===== config.mk =====
export PLATFORM = sky130hd
export DESIGN_NAME = sgc_global_ctrl
export DESIGN_NICKNAME = d
export VERILOG_FILES = /design/src/sgc_frame_policy.v /design/src/sgc_global_ctrl.v
export VERILOG_INCLUDE_DIRS = /design/src
export SDC_FILE = /design/constraint.sdc
export NUM_CORES = 1
export LEC_CHECK = 0
export BUFFER_PORTS_ARGS = -buffer_cell sky130_fd_sc_hd__buf_4
export CELL_PAD_IN_SITES_DETAIL_PLACEMENT = 0
export CELL_PAD_IN_SITES_GLOBAL_PLACEMENT = 1
export CORE_AREA = 2 2 77 98
export CTS_BUF_LIST = sky130_fd_sc_hd__clkbuf_4
export CTS_CLUSTER_SIZE = 30
export DETAILED_ROUTE_END_ITERATION = 7
export DIE_AREA = 0 0 79 100
export MAX_ROUTING_LAYER = met4
export PLACE_DENSITY_LB_ADDON = 0.1
export SYNTH_ARGS = -nofsm -noshare
export SYNTH_HDL_FRONTEND = slang
export SYNTH_SLANG_ARGS = --single-unit

===== constraint.sdc =====
create_clock -name core_clk -period 4.15 [get_ports core_clk]
set_clock_uncertainty 0.1 [all_clocks]
set_input_delay 0.83 -clock core_clk [delete_from_list [all_inputs] [get_ports core_clk]]
set_output_delay 0.83 -clock core_clk [all_outputs]
set_load 0.02 [all_outputs]

===== src/sgc_consts.vh =====
`ifndef SGC_CONSTS_VH
`define SGC_CONSTS_VH
// register offsets on the host register port
`define SGC_OFS_CTRL_A      8'h03
`define SGC_OFS_CTRL_B      8'h04
// control register A fields
`define SGC_A_LARGE_FRAME   6
`define SGC_A_TX_PAUSE_DIS  5
`define SGC_A_RX_PAUSE_DIS  4
`define SGC_A_LEN_CHECK     3
`define SGC_A_AGING_EN      2
`define SGC_A_FAST_AGING    1
`define SGC_A_AGGR_BACKOFF  0
`define SGC_A_WMASK         8'h7F
`define SGC_A_RESET         8'h04
// control register B fields
`define SGC_B_VLAN_DISCARD  7
`define SGC_B_BCAST_ONLY    6
`define SGC_B_BP_CARRIER    5
`define SGC_B_FAIR_MODE     4
`define SGC_B_NO_EXC_DROP   3
`define SGC_B_SIZE_CHK_DIS  1
`define SGC_B_WMASK         8'hFA
`define SGC_B_RESET         8'hF0
// frame size limits in bytes
`define SGC_LEN_2KB         12'h800
`define SGC_LEN_ANY_MAX     12'h600
`define SGC_LEN_TAGGED_MAX  12'h5F2
`define SGC_LEN_UNTAG_MAX   12'h5EE
`define SGC_LEN_FIELD_LIM   12'h5DC
// collision limit
`define SGC_COLL_LIMIT      5'h10
// fast aging period: 800 us at 100 ns per cycle, rounded down
`define SGC_FAST_AGE_US     800
`define SGC_CLK_NS          100
`define SGC_FAST_AGE_CYC    ((`SGC_FAST_AGE_US * 1000) / `SGC_CLK_NS)
`define SGC_AGE_CNT_W       13
`endif


===== src/sgc_frame_policy.v =====
`timescale 1ns/1ps
`include "sgc_consts.vh"
// per-frame drop decisions from the latched control snapshot
module sgc_frame_policy (
  // clock and reset
  input  wire        core_clk,
  input  wire        srst,
  // control snapshot
  input  wire [7:0]  ctrlA,
  input  wire [7:0]  ctrlB,
  // frame descriptor
  input  wire        frameValid,
  input  wire [11:0] frameLen,
  input  wire        frameTagged,
  input  wire        frameCpuTag,
  input  wire        frameLenFieldIsLen,
  input  wire [11:0] frameLenField,
  input  wire [4:0]  frameCollisions,
  input  wire        frameKnownUnicast,
  input  wire        frameMirrored,
  input  wire        frameCrossesVlan,
  // result
  output reg         dropValid,
  output reg         dropFrame
);
  reg overSize;
  reg lenMismatch;
  reg vlanBlock;
  reg collDrop;

  always @* begin
    if (ctrlA[`SGC_A_LARGE_FRAME])
      overSize = (frameLen > `SGC_LEN_2KB); // RL1
    else if (ctrlB[`SGC_B_SIZE_CHK_DIS])
      overSize = (frameLen > `SGC_LEN_ANY_MAX); // RL18
    else if (frameTagged)
      overSize = !frameCpuTag && (frameLen > `SGC_LEN_TAGGED_MAX); // RL17
    else
      overSize = (frameLen > `SGC_LEN_UNTAG_MAX); // RL17
    lenMismatch = ctrlA[`SGC_A_LEN_CHECK] && frameLenFieldIsLen &&
                  (frameLenField < `SGC_LEN_FIELD_LIM) && (frameLenField != frameLen); // RL5
    if (ctrlB[`SGC_B_VLAN_DISCARD])
      vlanBlock = frameCrossesVlan; // RL9
    else
      vlanBlock = frameCrossesVlan && !frameKnownUnicast; // RL10
    if (frameMirrored && frameKnownUnicast && frameCrossesVlan)
      vlanBlock = 1'b1; // RL11
    collDrop = !ctrlB[`SGC_B_NO_EXC_DROP] && (frameCollisions >= `SGC_COLL_LIMIT); // RL16
  end

  always @(posedge core_clk) begin
    if (srst) begin
      dropValid <= 1'b0;
      dropFrame <= 1'b0;
    end else begin
      dropValid <= frameValid;
      dropFrame <= frameValid && (overSize || lenMismatch || vlanBlock || collDrop);
    end
  end
endmodule


===== src/sgc_global_ctrl.v =====
`timescale 1ns/1ps
`include "sgc_consts.vh"
// Notes on behaviour
// RL1 - large-frame bit allows frames up to 2kb
// RL2 - tx pause disable forces transmit flow control off
// RL3 - rx pause disable forces receive flow control off
// RL4 - one strap sets both pause bits' reset
// RL5 - length check drops mismatched short length frames
// RL6 - aging runs only while aging bit set
// RL7 - fast aging uses 800 us period
// RL8 - bit 0 picks aggressive half-duplex back-off
// RL9 - discard bit confines all frames to port-VLAN
// RL10 - clear discard lets known unicast cross
// RL11 - mirrored single-destination frames crossing VLAN drop
// RL12 - storm limit counts broadcast only or multicast
// RL13 - back pressure carrier-sense or collision based
// RL14 - fair mode drops non-flow-controlled port frames
// RL15 - unfair mode flow controls flow-controlled port
// RL16 - drop frames after 16 collisions unless set
// RL17 - size check limits tagged 1522, untagged 1518; tagged frames with a CPU tag get no size limit
// RL18 - size check disabled accepts up to 1536
// RL19 - reserved bits read zero, read-only
// RL20 - new settings apply at next frame start, except the aging and fast aging bits, which apply at once
module sgc_global_ctrl (
  // clock and reset
  input  wire        core_clk,
  input  wire        srst,
  // strap for pause disable defaults
  input  wire        pauseDisStrap,
  // host register port
  input  wire        regWrite,
  input  wire        regRead,
  input  wire [7:0]  regAddr,
  input  wire [7:0]  regWdata,
  output reg  [7:0]  regRdata,
  // per-port negotiation results and frame start
  input  wire [4:0]  autoNegTxPause,
  input  wire [4:0]  autoNegRxPause,
  input  wire        frameStart,
  // contention from the forwarding engine
  input  wire        egressContention,
  // frame descriptor
  input  wire        frameValid,
  input  wire [11:0] frameLen,
  input  wire        frameTagged,
  input  wire        frameCpuTag,
  input  wire        frameLenFieldIsLen,
  input  wire [11:0] frameLenField,
  input  wire [4:0]  frameCollisions,
  input  wire        frameKnownUnicast,
  input  wire        frameMirrored,
  input  wire        frameCrossesVlan,
  // policy outputs
  output reg  [4:0]  txPauseEn,
  output reg  [4:0]  rxPauseEn,
  output reg         agingTick,
  output reg         fastAgingActive,
  output reg         aggressiveBackoff,
  output reg         stormCountMulticast,
  output reg         backPressureCarrier,
  output reg         dropNonFlowCtrl,
  output reg         pauseFlowCtrlPort,
  output reg         dropValid,
  output reg         dropFrame
);
  localparam AGE_MAX = `SGC_FAST_AGE_CYC - 1;

  reg [7:0] ctrlA;
  reg [7:0] ctrlB;
  reg [7:0] liveA;
  reg [7:0] liveB;
  reg       strapSync1;
  reg       strapSync2;
  reg       strapPending;
  reg [`SGC_AGE_CNT_W-1:0] ageCnt;
  reg [`SGC_AGE_CNT_W-1:0] next_ageCnt;
  wire      policyDropValid;
  wire      policyDrop;

  // strap synchroniser
  always @(posedge core_clk) begin
    strapSync1 <= pauseDisStrap;
    strapSync2 <= strapSync1;
  end

  // register file
  always @(posedge core_clk) begin
    if (srst) begin
      ctrlA        <= `SGC_A_RESET;
      ctrlB        <= `SGC_B_RESET;
      strapPending <= 1'b1;
      // pause defaults track the strap while reset is held
      ctrlA[`SGC_A_TX_PAUSE_DIS] <= strapSync2; // RL4
      ctrlA[`SGC_A_RX_PAUSE_DIS] <= strapSync2; // RL4
    end else begin
      if (strapPending) begin
        strapPending <= 1'b0;
        ctrlA[`SGC_A_TX_PAUSE_DIS] <= strapSync2; // RL4
        ctrlA[`SGC_A_RX_PAUSE_DIS] <= strapSync2; // RL4
      end
      if (regWrite && regAddr == `SGC_OFS_CTRL_A) begin
        ctrlA <= regWdata & `SGC_A_WMASK; // RL19
        strapPending <= 1'b0;
      end
      if (regWrite && regAddr == `SGC_OFS_CTRL_B)
        ctrlB <= regWdata & `SGC_B_WMASK; // RL19
    end
  end

  always @(posedge core_clk) begin
    if (srst)
      regRdata <= 8'h00;
    else if (regRead) begin
      case (regAddr)
        `SGC_OFS_CTRL_A: regRdata <= ctrlA;
        `SGC_OFS_CTRL_B: regRdata <= ctrlB;
        default:         regRdata <= 8'h00;
      endcase
    end
  end

  // snapshot taken at frame start so in-flight frames keep old settings
  always @(posedge core_clk) begin
    if (srst) begin
      liveA <= `SGC_A_RESET;
      liveB <= `SGC_B_RESET;
      liveA[`SGC_A_TX_PAUSE_DIS] <= strapSync2; // RL4
      liveA[`SGC_A_RX_PAUSE_DIS] <= strapSync2; // RL4
    end else if (frameStart) begin
      liveA <= ctrlA; // RL20
      liveB <= ctrlB; // RL20
    end
  end

  // aging tick generator
  always @* begin
    next_ageCnt = ageCnt;
    if (!ctrlA[`SGC_A_AGING_EN])
      next_ageCnt = {`SGC_AGE_CNT_W{1'b0}}; // RL6
    else if (ageCnt >= AGE_MAX[`SGC_AGE_CNT_W-1:0])
      next_ageCnt = {`SGC_AGE_CNT_W{1'b0}};
    else
      next_ageCnt = ageCnt + 1'b1;
  end

  always @(posedge core_clk) begin
    if (srst) begin
      ageCnt    <= {`SGC_AGE_CNT_W{1'b0}};
      agingTick <= 1'b0;
    end else begin
      ageCnt    <= next_ageCnt;
      agingTick <= ctrlA[`SGC_A_AGING_EN] && ctrlA[`SGC_A_FAST_AGING] &&
                   (ageCnt >= AGE_MAX[`SGC_AGE_CNT_W-1:0]); // RL7
    end
  end

  // policy outputs
  always @(posedge core_clk) begin
    if (srst) begin
      txPauseEn           <= 5'h00;
      rxPauseEn           <= 5'h00;
      fastAgingActive     <= 1'b0;
      aggressiveBackoff   <= 1'b0;
      stormCountMulticast <= 1'b0;
      backPressureCarrier <= 1'b1;
      dropNonFlowCtrl     <= 1'b0;
      pauseFlowCtrlPort   <= 1'b0;
    end else begin
      txPauseEn           <= liveA[`SGC_A_TX_PAUSE_DIS] ? 5'h00 : autoNegTxPause; // RL2
      rxPauseEn           <= liveA[`SGC_A_RX_PAUSE_DIS] ? 5'h00 : autoNegRxPause; // RL3
      fastAgingActive     <= ctrlA[`SGC_A_AGING_EN] && ctrlA[`SGC_A_FAST_AGING]; // RL7
      aggressiveBackoff   <= liveA[`SGC_A_AGGR_BACKOFF]; // RL8
      stormCountMulticast <= !liveB[`SGC_B_BCAST_ONLY]; // RL12
      backPressureCarrier <= liveB[`SGC_B_BP_CARRIER]; // RL13
      dropNonFlowCtrl     <= egressContention && liveB[`SGC_B_FAIR_MODE]; // RL14
      pauseFlowCtrlPort   <= egressContention && !liveB[`SGC_B_FAIR_MODE]; // RL15
    end
  end

  sgc_frame_policy u_policy (
    .core_clk           (core_clk),
    .srst               (srst),
    .ctrlA              (liveA),
    .ctrlB              (liveB),
    .frameValid         (frameValid),
    .frameLen           (frameLen),
    .frameTagged        (frameTagged),
    .frameCpuTag        (frameCpuTag),
    .frameLenFieldIsLen (frameLenFieldIsLen),
    .frameLenField      (frameLenField),
    .frameCollisions    (frameCollisions),
    .frameKnownUnicast  (frameKnownUnicast),
    .frameMirrored      (frameMirrored),
    .frameCrossesVlan   (frameCrossesVlan),
    .dropValid          (policyDropValid),
    .dropFrame          (policyDrop)
  );

  always @(posedge core_clk) begin
    if (srst) begin
      dropValid <= 1'b0;
      dropFrame <= 1'b0;
    end else begin
      dropValid <= policyDropValid;
      dropFrame <= policyDrop;
    end
  end
endmodule


# After elaboration in Yosys (flattened, before gate mapping)
# Cells that the tools add are included.
# totals
ff_bits	71
inputBits	69
out_inout_bits	27
wordCells	76
# classes
addsub	1
magnitude_cmp	7
n_eq_ne	3
n_mux	12
n_bitwise	1
n_reduce_logical	28
# op_table
cell	count
$gt 12x11->1 const B	3
$mux 6	4
$pmux 8 s2	1
$logic_and 1x1->1	15
$add 13x1->13 const B	1
$ge 13x13->1 const B	1
$gt 12x12->1 const B	1
$lt 12x11->1 const B	1
$ne 12x12->1	1
$eq 8x2->1 const B	1
$eq 8x3->1 const B	1
$mux 1	6
$ge 5x5->1 const B	1
$logic_not 1->1	5
$reduce_or 2->1	2
$logic_or 1x1->1	3
$reduce_bool 3->1	1
$reduce_or 3->1	1
$mux 2	1
$reduce_bool 2->1	1
$not 1->1	1

# Depth between registers and ports, before layout
# Gate-level depths: netlist (run 1).
# depth
ltp_word	9
ltp_mapped	6
mapped_depth_nobuf	5

# Hierarchy
# Synthesis (run 1) repeated with hierarchy kept, for this count alone.
# unflattened
hier_cells	321
hier_area_um2	3188.1
# by_module_without_submodules
mod	instances	cells_each	area_each_um2	seq_area_each_um2
sgc_global_ctrl	1	265	2760.1	1421.4
sgc_frame_policy	1	56	427.9	40.0

# Least setup slack after synthesis (run 1)
# No wires, ideal clock.
# synth_timing
kind	input to register
start	input port regAddr[5]
end	register ctrlA[4] (data pin)
setup_time_ns	0.267
arrival_time_ns	1.964
t_required_ns	3.783
slack_ns	1.819
stages	5
path_buffers	0
cell_sequence	or4_4 > nor2_8 > nand3_4 > o21ai_1 > o31ai_1
# synth_between
elab_chain_cells	4
# synth_rtl
element	line_no	source
start, declared	sgc_global_ctrl.v:33	input wire [7:0] regAddr,
$eq 8x2->1	--	
$logic_and 1x1->1 (no line)	--	
$mux 6	sgc_global_ctrl.v:101	if (regWrite && regAddr == `SGC_OFS_CTRL_A) begin
$mux 6	sgc_global_ctrl.v:88	if (srst) begin
end signal, assigned	sgc_global_ctrl.v:89	ctrlA <= `SGC_A_RESET;
end signal, assigned by index	sgc_global_ctrl.v:93	ctrlA[`SGC_A_TX_PAUSE_DIS] <= strapSync2;
end signal, assigned	sgc_global_ctrl.v:102	ctrlA <= regWdata & `SGC_A_WMASK;
end, declared	sgc_global_ctrl.v:68	reg [7:0] ctrlA;
# Every way passes these cells.
# A chain may end at the register's enable or synchronous reset.

# Worst setup path after layout (run 1)
# Ends and elaborated chain as after synthesis.

==> qor.csv, run 1 <==
stage;metric;value;unit
cts;clock_sinks;69;
worst_setup_path;r2r-end;ageCnt[2];
sta;setup_ws;1.96;ns
routing;wl;5.97;mm
synthesis;yosysMostFrequentCell;dfxtp_1;
routing;vias_per_cell;4.87;
place;dp_slack;1.53;ns
worst_setup_path;rrSetupSlack;2.08;ns
synthesis;synthTopCellsByCount;dfxtp_1 (65), nor2_1 (36), xnor2_1 (16);
sta;worst_pin_slew;0.918;ns
worst_setup_path;r2r_cells;5;
synthesis;synth-edff-count;4;
sta;min_period;2.19;ns
outcome;status;complete, no violations;
pwr;cellLeakagePower;1.58;nW
place;gp_congestion;0.738;
pwr;max-vdd-ir-drop;0.164;mV
floorplan;die-area;7900;sq um
floorplan;die_x;79;um
worst_hold_path;hold-path-endpoint;strapSync2;
routing;met3_length;249;um
routing;highest_layer;met4;
cts;hold_buffers;0;
worst_setup_path;critPathKind;input pin to register;
floorplan;boundaryPins;96;
cts;numCtsBuffers;9;
synthesis;syn_nets;348;
cts;clk_pin_slew;0.11;ns
routing;detail_route.wl_per_cell;12.7;um
sta;final_hold_viol_count;0;
cts;cts_tree;done;
routing;drt_iter0_markers;51;
routing;drcViolationCount;0;
worst_hold_path;hold_class;register to register;
job;maxCapViolCount;0;
finish;layout.nets;442;
synthesis;ys.flop_type;dfxtp_1;
pwr;design_power_total;1.25;mW
sta;fin_crit_sh;0.527;
worst_setup_path;worstReg2RegStart;ageCnt[2];
worst_setup_path;required;4.18;ns
sta;drv_slew;0;
routing;met1_length;2.48;mm
worst_setup_path;startpoint_type;input pin;
global_routing;grt_pass1_vias;2232;
worst_setup_path;worstPathArrival;2.21;ns
synthesis;synth_cells;278;
cts;clockRootBuffer;clkbuf_4;
global_routing;antenna_found_initial;0;
worst_setup_path;cp-end-kind;register;
routing;first_pass_iters;4;
cts;cts_resized;0;
floorplan;die_y;100;um
routing;num_vias;2285;
worst_hold_path;hold_depth;0;
cts;clockBufferDepth;2;
sta;setup_viol_count_final;0;
sta;slew_headroom;0.384;
cts;clock_tree.htree_level_count;3;
finish;syn2layout_area_growth;32.3;%
finish;drive_above_1_share;0.302;
place;io_buffer_count;91;
global_routing;track_usage;0.165;
synthesis;ys_top_cells_by_area;dfxtp_1 (47%), xnor2_1 (5.0%), nor2_1 (4.8%);
synthesis;async_reset_ff_frac;0;
floorplan;start_util;0.393;
place;post-dp-hpwl;4.55;mm
synthesis;avgSynthCellArea;10.0;sq um
routing;wl_met2;3.16;mm
finish;finish.utilization;0.520;
global_routing;grt_max_degree;49;
sta;fmaxAchievable;457;MHz
synthesis;synth_area;2790;sq um
pwr;pwr_density_cell;338;nW/um^2
routing;ant_nets;0;
synthesis;synth_cell_type_count;44;
synthesis;synth_warnings;0;
global_routing;grt_pass1_wl;9.96;mm
sta;fin_setup_tns;0;ns
cts;clk_latency;0.39;ns
global_routing;overflow;0;
finish;n_antenna_cell;0;
cts;post_cts_buffers;0;
floorplan;rows;35;
worst_hold_path;min-delay-start;strapSync1;
worst_setup_path;crit_path_max_fanout;10;
synthesis;yosysSeqAreaShare;0.510;
synthesis;ys_ff_latch;69;
synthesis;synth_largest_area_cell;dfxtp_1;
floorplan;coreArea;7090;sq um
sta;rsz0062_at_grt;no;
synthesis;synth_top_area_share;0.467;
power breakdown:
group	switching [mW]	leakage, nW	internal [mW]
clock	0.229	0.0670	0.179
combinational	0.0656	0.940	0.0776
sequential	0.00843	0.571	0.688
critical path: stages:
cell	delay, ns
buf_4	0.11
or4_4	0.56
nor2_8	0.20
nand3_4	0.19
o21ai_1	0.22
o31ai_1	0.10
worst max-delay path by stage:
stage          depth (start not counted)  slack (ns)        end  startpoint
6_report                               6        1.96   ctrlA[4]  regAddr[5]
2_1_floorplan                          5        1.82   ctrlA[4]  regAddr[5]
3_3_place_gp                           6        1.57   ctrlA[4]  regAddr[5]
5_1_grt                                5        1.90  ageCnt[6]   ageCnt[2]
3_5_place_dp                           6        1.53   ctrlA[4]  regAddr[5]
4_1_cts                                6        1.97   ctrlA[4]  regAddr[5]
registers in the layout (all words and copies together), names as in the netlist, 5 cells and up:
signal	cells
ageCnt	13
rxPauseEn	5
regRdata	8
liveA	5
ctrlA	7
ctrlB	6
liveB	6
txPauseEn	5
cells by family (layout without fill, tap and decap cells):
group	after synthesis	after routing	synth area share
AOI/OAI and AO/OA	40	40	0.105
xor gates and xnor gates	23	23	0.0722
adders and majority gates	1	1	0.00449
buffers and inverters	17	116	0.0233
DFF	69	69	0.510
muxes	11	11	0.0395
and+or+nand+nor	117	117	0.246
metal layers:
| metal | up-vias | track usage |
|---|---|---|
| li1 | 1173 | - |
| met5 | - | - |
| met1 | 1055 | 0.191 |
| met3 | 6 | 0.0333 |
| met2 | 51 | 0.273 |
| met4 | 0 | 0.0796 |
placed cells by master, fill, tap and decap left out, drive strengths merged, types with 3 or more instances in the layout:
cell    netlist  layout
a22o          7       7
and3          3       3
nor3b         3       3
a211o         9       9
xor2          7       7
a21oi        11      11
nand3        14      14
dfxtp        65      65
nor3          3       3
nand2b       10      10
mux2i        11      11
nor2         38      38
nand4         8       8
nand2         4       4
xnor2        16      16
clkinv        0       4
clkbuf        3       9
nor4          3       3
and2         12      12
inv           9       9
o31ai         3       3
buf           5      91
edfxtp        4       4
and4          3       3
nor2b         9       9
layout make-up:
cell class	count	area (sq um)
flip-flops and latches	69	1420
well taps	92	115
fillers	727	3400
multi-input cells	192	1300
clock buffers	9	67.6
repair buffers	91	683
inverters	9	33.8
clock inverters	7	66.3
stage by stage:
step	instances	hold slack, ns	area (sq um)
floorplan	278	0.210	2790
global placement	453	0.213	3560
detailed placement	453	0.219	3560
CTS	469	0.232	3690
global route	469	0.234	3690
finish	469	0.231	3690
No activity file was read; power rests on OpenSTA's default activity.
==> run 2: changes to the inputs <==
- ABC_AREA: not set -> 1
- CORE_AREA: 2 2 77 98 -> 2 2 84 106
- DIE_AREA: 0 0 79 100 -> 0 0 86 108
- clock period: 4.15 -> 2.2 ns (I/O delays scaled with it)
==> run 2 against run 1 <==
- design area is 7.6% higher
- register-to-register slack worse by 1.6 ns
- wire length is 15% higher
- core utilization is 3.6 points lower
- area after synthesis is 7.7% higher
- sequential power is 88% higher
- synthesized cell count is 45% higher
- power is 100% higher
- combinational power is 120% higher
- critical path type is now register to register
- flip-flop and latch count stayed put
- first-iteration DRC count is 120% higher
- final cell count is 29% higher
==> qor.csv, run 2 <==
stage;metric;value;unit;change
routing;drcViolationCount;0;;unchanged
finish;layout.nets;572;;+29%
synthesis;syn_nets;472;;+36%
cts;clk_pin_slew;0.11;ns;about the same
worst_setup_path;critPathKind;register to register;;
finish;finish.utilization;0.484;;-0.0358
floorplan;boundaryPins;96;;unchanged
finish;n_antenna_cell;0;;unchanged
outcome;status;complete, no violations;;
sta;setup_viol_count_final;0;;unchanged
pwr;cellLeakagePower;1.94;nW;+23%
worst_setup_path;cp-startpoint;ageCnt[0];;
finish;reg_top3;ageCnt: 13 flops, regRdata: 8 flops, ctrlA: 7 flops;;
sta;final_hold_viol_count;0;;unchanged
finish;layout_commonest_cell;nand2_1;;
floorplan;die_x;86;um;+8.9%
synthesis;yosysMostFrequentCell;nand2_1;;
global_routing;busiest_layer;met2;;
sta;rsz0062_at_grt;no;;
floorplan;coreArea;8190;sq um;+16%
finish;largest_reg_flops;13;;unchanged
global_routing;overflow;0;;unchanged
place;io_buffer_count;91;;unchanged
finish;regArea;1420;sq um;unchanged
worst_hold_path;hold_depth;3;;+3
cts;cts_resized;0;;unchanged
worst_setup_path;r2r-end;ageCnt[11];;
sta;drv_slew;0;;unchanged
global_routing;track_usage;0.163;;-0.00247
worst_hold_path;min-delay-start;autoNegRxPause[1];;
worst_hold_path;hold_class;input pin to register;;
sta;fin_setup_tns;0;ns;unchanged
cts;clock_tree.htree_level_count;3;;unchanged
sta;min_period;1.70;ns;
worst_setup_path;cp-end-kind;register;;
worst_hold_path;hold-path-endpoint;rxPauseEn[1];;
synthesis;avgSynthCellArea;7.47;sq um;-26%
global_routing;grt_pass1_wl;11.6;mm;+16%
cts;clk_latency;0.40;ns;about the same
global_routing;grt_max_degree;20;;-59%
floorplan;die_y;108;um;+8.0%
sta;worst_pin_slew;0.513;ns;-0.404 ns
floorplan;die-area;9290;sq um;+18%
finish;nFillCells;835;;+15%
job;maxCapViolCount;0;;unchanged
cts;numCtsBuffers;9;;unchanged
synthesis;synth_cells;402;;+45%
sta;slew_headroom;0.657;;+0.272
sta;whs;0.145;ns;-0.0858 ns
place;post-dp-hpwl;5.35;mm;+17%
cts;clock_sinks;69;;unchanged
worst_setup_path;worstReg2RegStart;ageCnt[0];;
synthesis;synth-edff-count;4;;unchanged
routing;wl;6.88;mm;+15%
finish;regMostFlops;ageCnt;;
cts;cts_tree;done;;
pwr;max-vdd-ir-drop;0.223;mV;+36%
synthesis;async_reset_ff_frac;0;;unchanged
sta;fmaxAchievable;587;MHz;
global_routing;gr-usage-met1;0.192;;+0.000887
floorplan;start_util;0.367;;-0.0265
worst_setup_path;r2r_cells;8;;+3
sta;fin_crit_sh;0.774;;
synthesis;ys_top_cells_by_area;dfxtp_1 (43%), nand2_1 (12%), inv_1 (8.9%);;
worst_setup_path;cpMaxStageDelayCell;dfxtp_1;;
global_routing;met3_usage;0.0435;;+0.0102
synthesis;synth_top_area_share;0.433;;-0.0334
synthesis;synth_warnings;0;;unchanged
worst_setup_path;required;2.37;ns;-1.81 ns
worst_setup_path;path_buf_inv;0;;-1
worst_setup_path;path_cells;ha_1 -> nand3_2 -> nor2_2 -> nand2_2 -> nand3_1 -> nand3_2 -> nand2_2 -> nor3_1;;
synthesis;yosysSeqAreaShare;0.473;;-0.0365
cts;clockBufferDepth;2;;unchanged
worst_setup_path;rrSetupSlack;0.50;ns;-1.58 ns
routing;num_vias;2716;;+19%
worst_setup_path;crit_family;simple AND/OR/NAND/NOR gates;;
worst_setup_path;startpoint_type;register;;
synthesis;synth_cell_type_count;35;;-20%
routing;vias_per_cell;4.50;;-7.7%
synthesis;ys_ff_latch;69;;unchanged
finish;syn2layout_area_growth;32.1;%;
routing;detail_route.wl_per_cell;11.4;um;-10%
finish;final_cell_mix;nand2_1 (95), buf_4 (94), inv_1 (71);;
routing;first_pass_iters;4;;unchanged
worst_setup_path;critPathMaxStageDelay;0.37;ns;-0.19 ns
global_routing;antenna_found_initial;0;;unchanged
global_routing;grt_pass1_vias;2552;;+14%
worst_setup_path;crit_path_max_fanout;13;;+3
finish;multi_input_area;1280;sq um;-1.6%
synthesis;synthTopCellsByCount;nand2_1 (95), inv_1 (71), dfxtp_1 (65);;
synthesis;synth_largest_area_cell;dfxtp_1;;
synthesis;ys.flop_type;dfxtp_1;;
floorplan;rows;37;;+5.7%
global_routing;grt_util_met2;0.270;;-0.00349
cts;clockRootBuffer;clkbuf_4;;
finish;drive_above_1_share;0.268;;-0.0341
routing;drt_iter0_markers;111;;+120%
pwr;pwr_density_cell;644;nW/um^2;+90%
place;gp_congestion;0.779;;+5.5%
synthesis;synth_area;3000;sq um;+7.7%
routing;ant_nets;0;;unchanged
worst_setup_path;worstPathArrival;1.88;ns;-0.33 ns
==> run 2: cell count changes in the layout (fill, tap and decap cells not counted), sizes merged, moves of 9 or more <==
| cell | before | now |
|---|---|---|
| a211o | 9 | 0 |
| mux2i | 11 | 0 |
| nor2b | 9 | 0 |
| o21ai | 2 | 12 |
| o211ai | 0 | 9 |
| inv | 9 | 71 |
| nand2 | 4 | 99 |
| xnor2 | 16 | 5 |
| and2 | 12 | 0 |
| nand2b | 10 | 0 |
| nor2 | 38 | 64 |
==> run 2: tightest hold or removal path: stages <==
cell and delay (ns):
buf_4 0.07, inv_1 0.03, nor2_1 0.07
==> run 2: logic make-up (layout without fill, tap and decap cells) <==
group,count (synthesis),count (layout),share of synthesized area
buffers and inverters,77,182,0.100
and+or+nand+nor,204,204,0.311
AOI/OAI and AO/OA,43,43,0.0883
DFF,69,69,0.473
adders and majority gates,1,1,0.00416
xor gates and xnor gates,8,8,0.0233
==> run 2: metal layers <==
metal  up-vias  wire length (um)
met4         0                56
li1       1447                 -
met1      1197              3070
met2        66              3430
met3         6               327
met5         -                 0
==> run 2: report_power, final <==
group	switching, mW	internal, mW	total, mW	leakage [nW]
Clock	0.431	0.499	0.930	0.0875
Sequential	0.0155	1.30	1.31	0.572
Combinational	0.158	0.153	0.311	1.28
==> run 2: area by class of cell <==
| type | count | share of cell area |
|---|---|---|
| clock buffers | 12 | 0.0227 |
| clock inverters | 4 | 0.0183 |
| inverters | 71 | 0.0672 |
| multi-input cells | 256 | 0.323 |
| flip-flops and latches | 69 | 0.358 |
| well taps | 97 | 0.0306 |
| repair buffers | 95 | 0.180 |
==> run 2: timing repair <==
action / 4_1_cts / 5_1_grt
hold buffers: 1 / 0
endpoints found under the hold margin: 1 / 0
buffers inserted: 0 / 0
==> run 2: worst max path at each step <==
stage | end | slack, ns | cells after the start
global route | ageCnt[11] | 0.33 | 8
CTS | ageCnt[11] | 0.45 | 8
global placement | ctrlB[1] | 0.38 | 6
detailed placement | ctrlB[1] | 0.36 | 6
finish | ageCnt[11] | 0.50 | 8
floorplan | ctrlA[4] | 0.58 | 4
==> run 2: per-stage QoR <==
step                total power, mW  setup slack, ns  area [sq um]  cells
floorplan                      1.49            0.583          3000    402
global placement               1.65            0.375          3800    587
detailed placement             1.66            0.362          3800    587
CTS                            2.60            0.455          3970    604
global route                   2.70            0.333          3970    604
finish                         2.55            0.497          3970    604
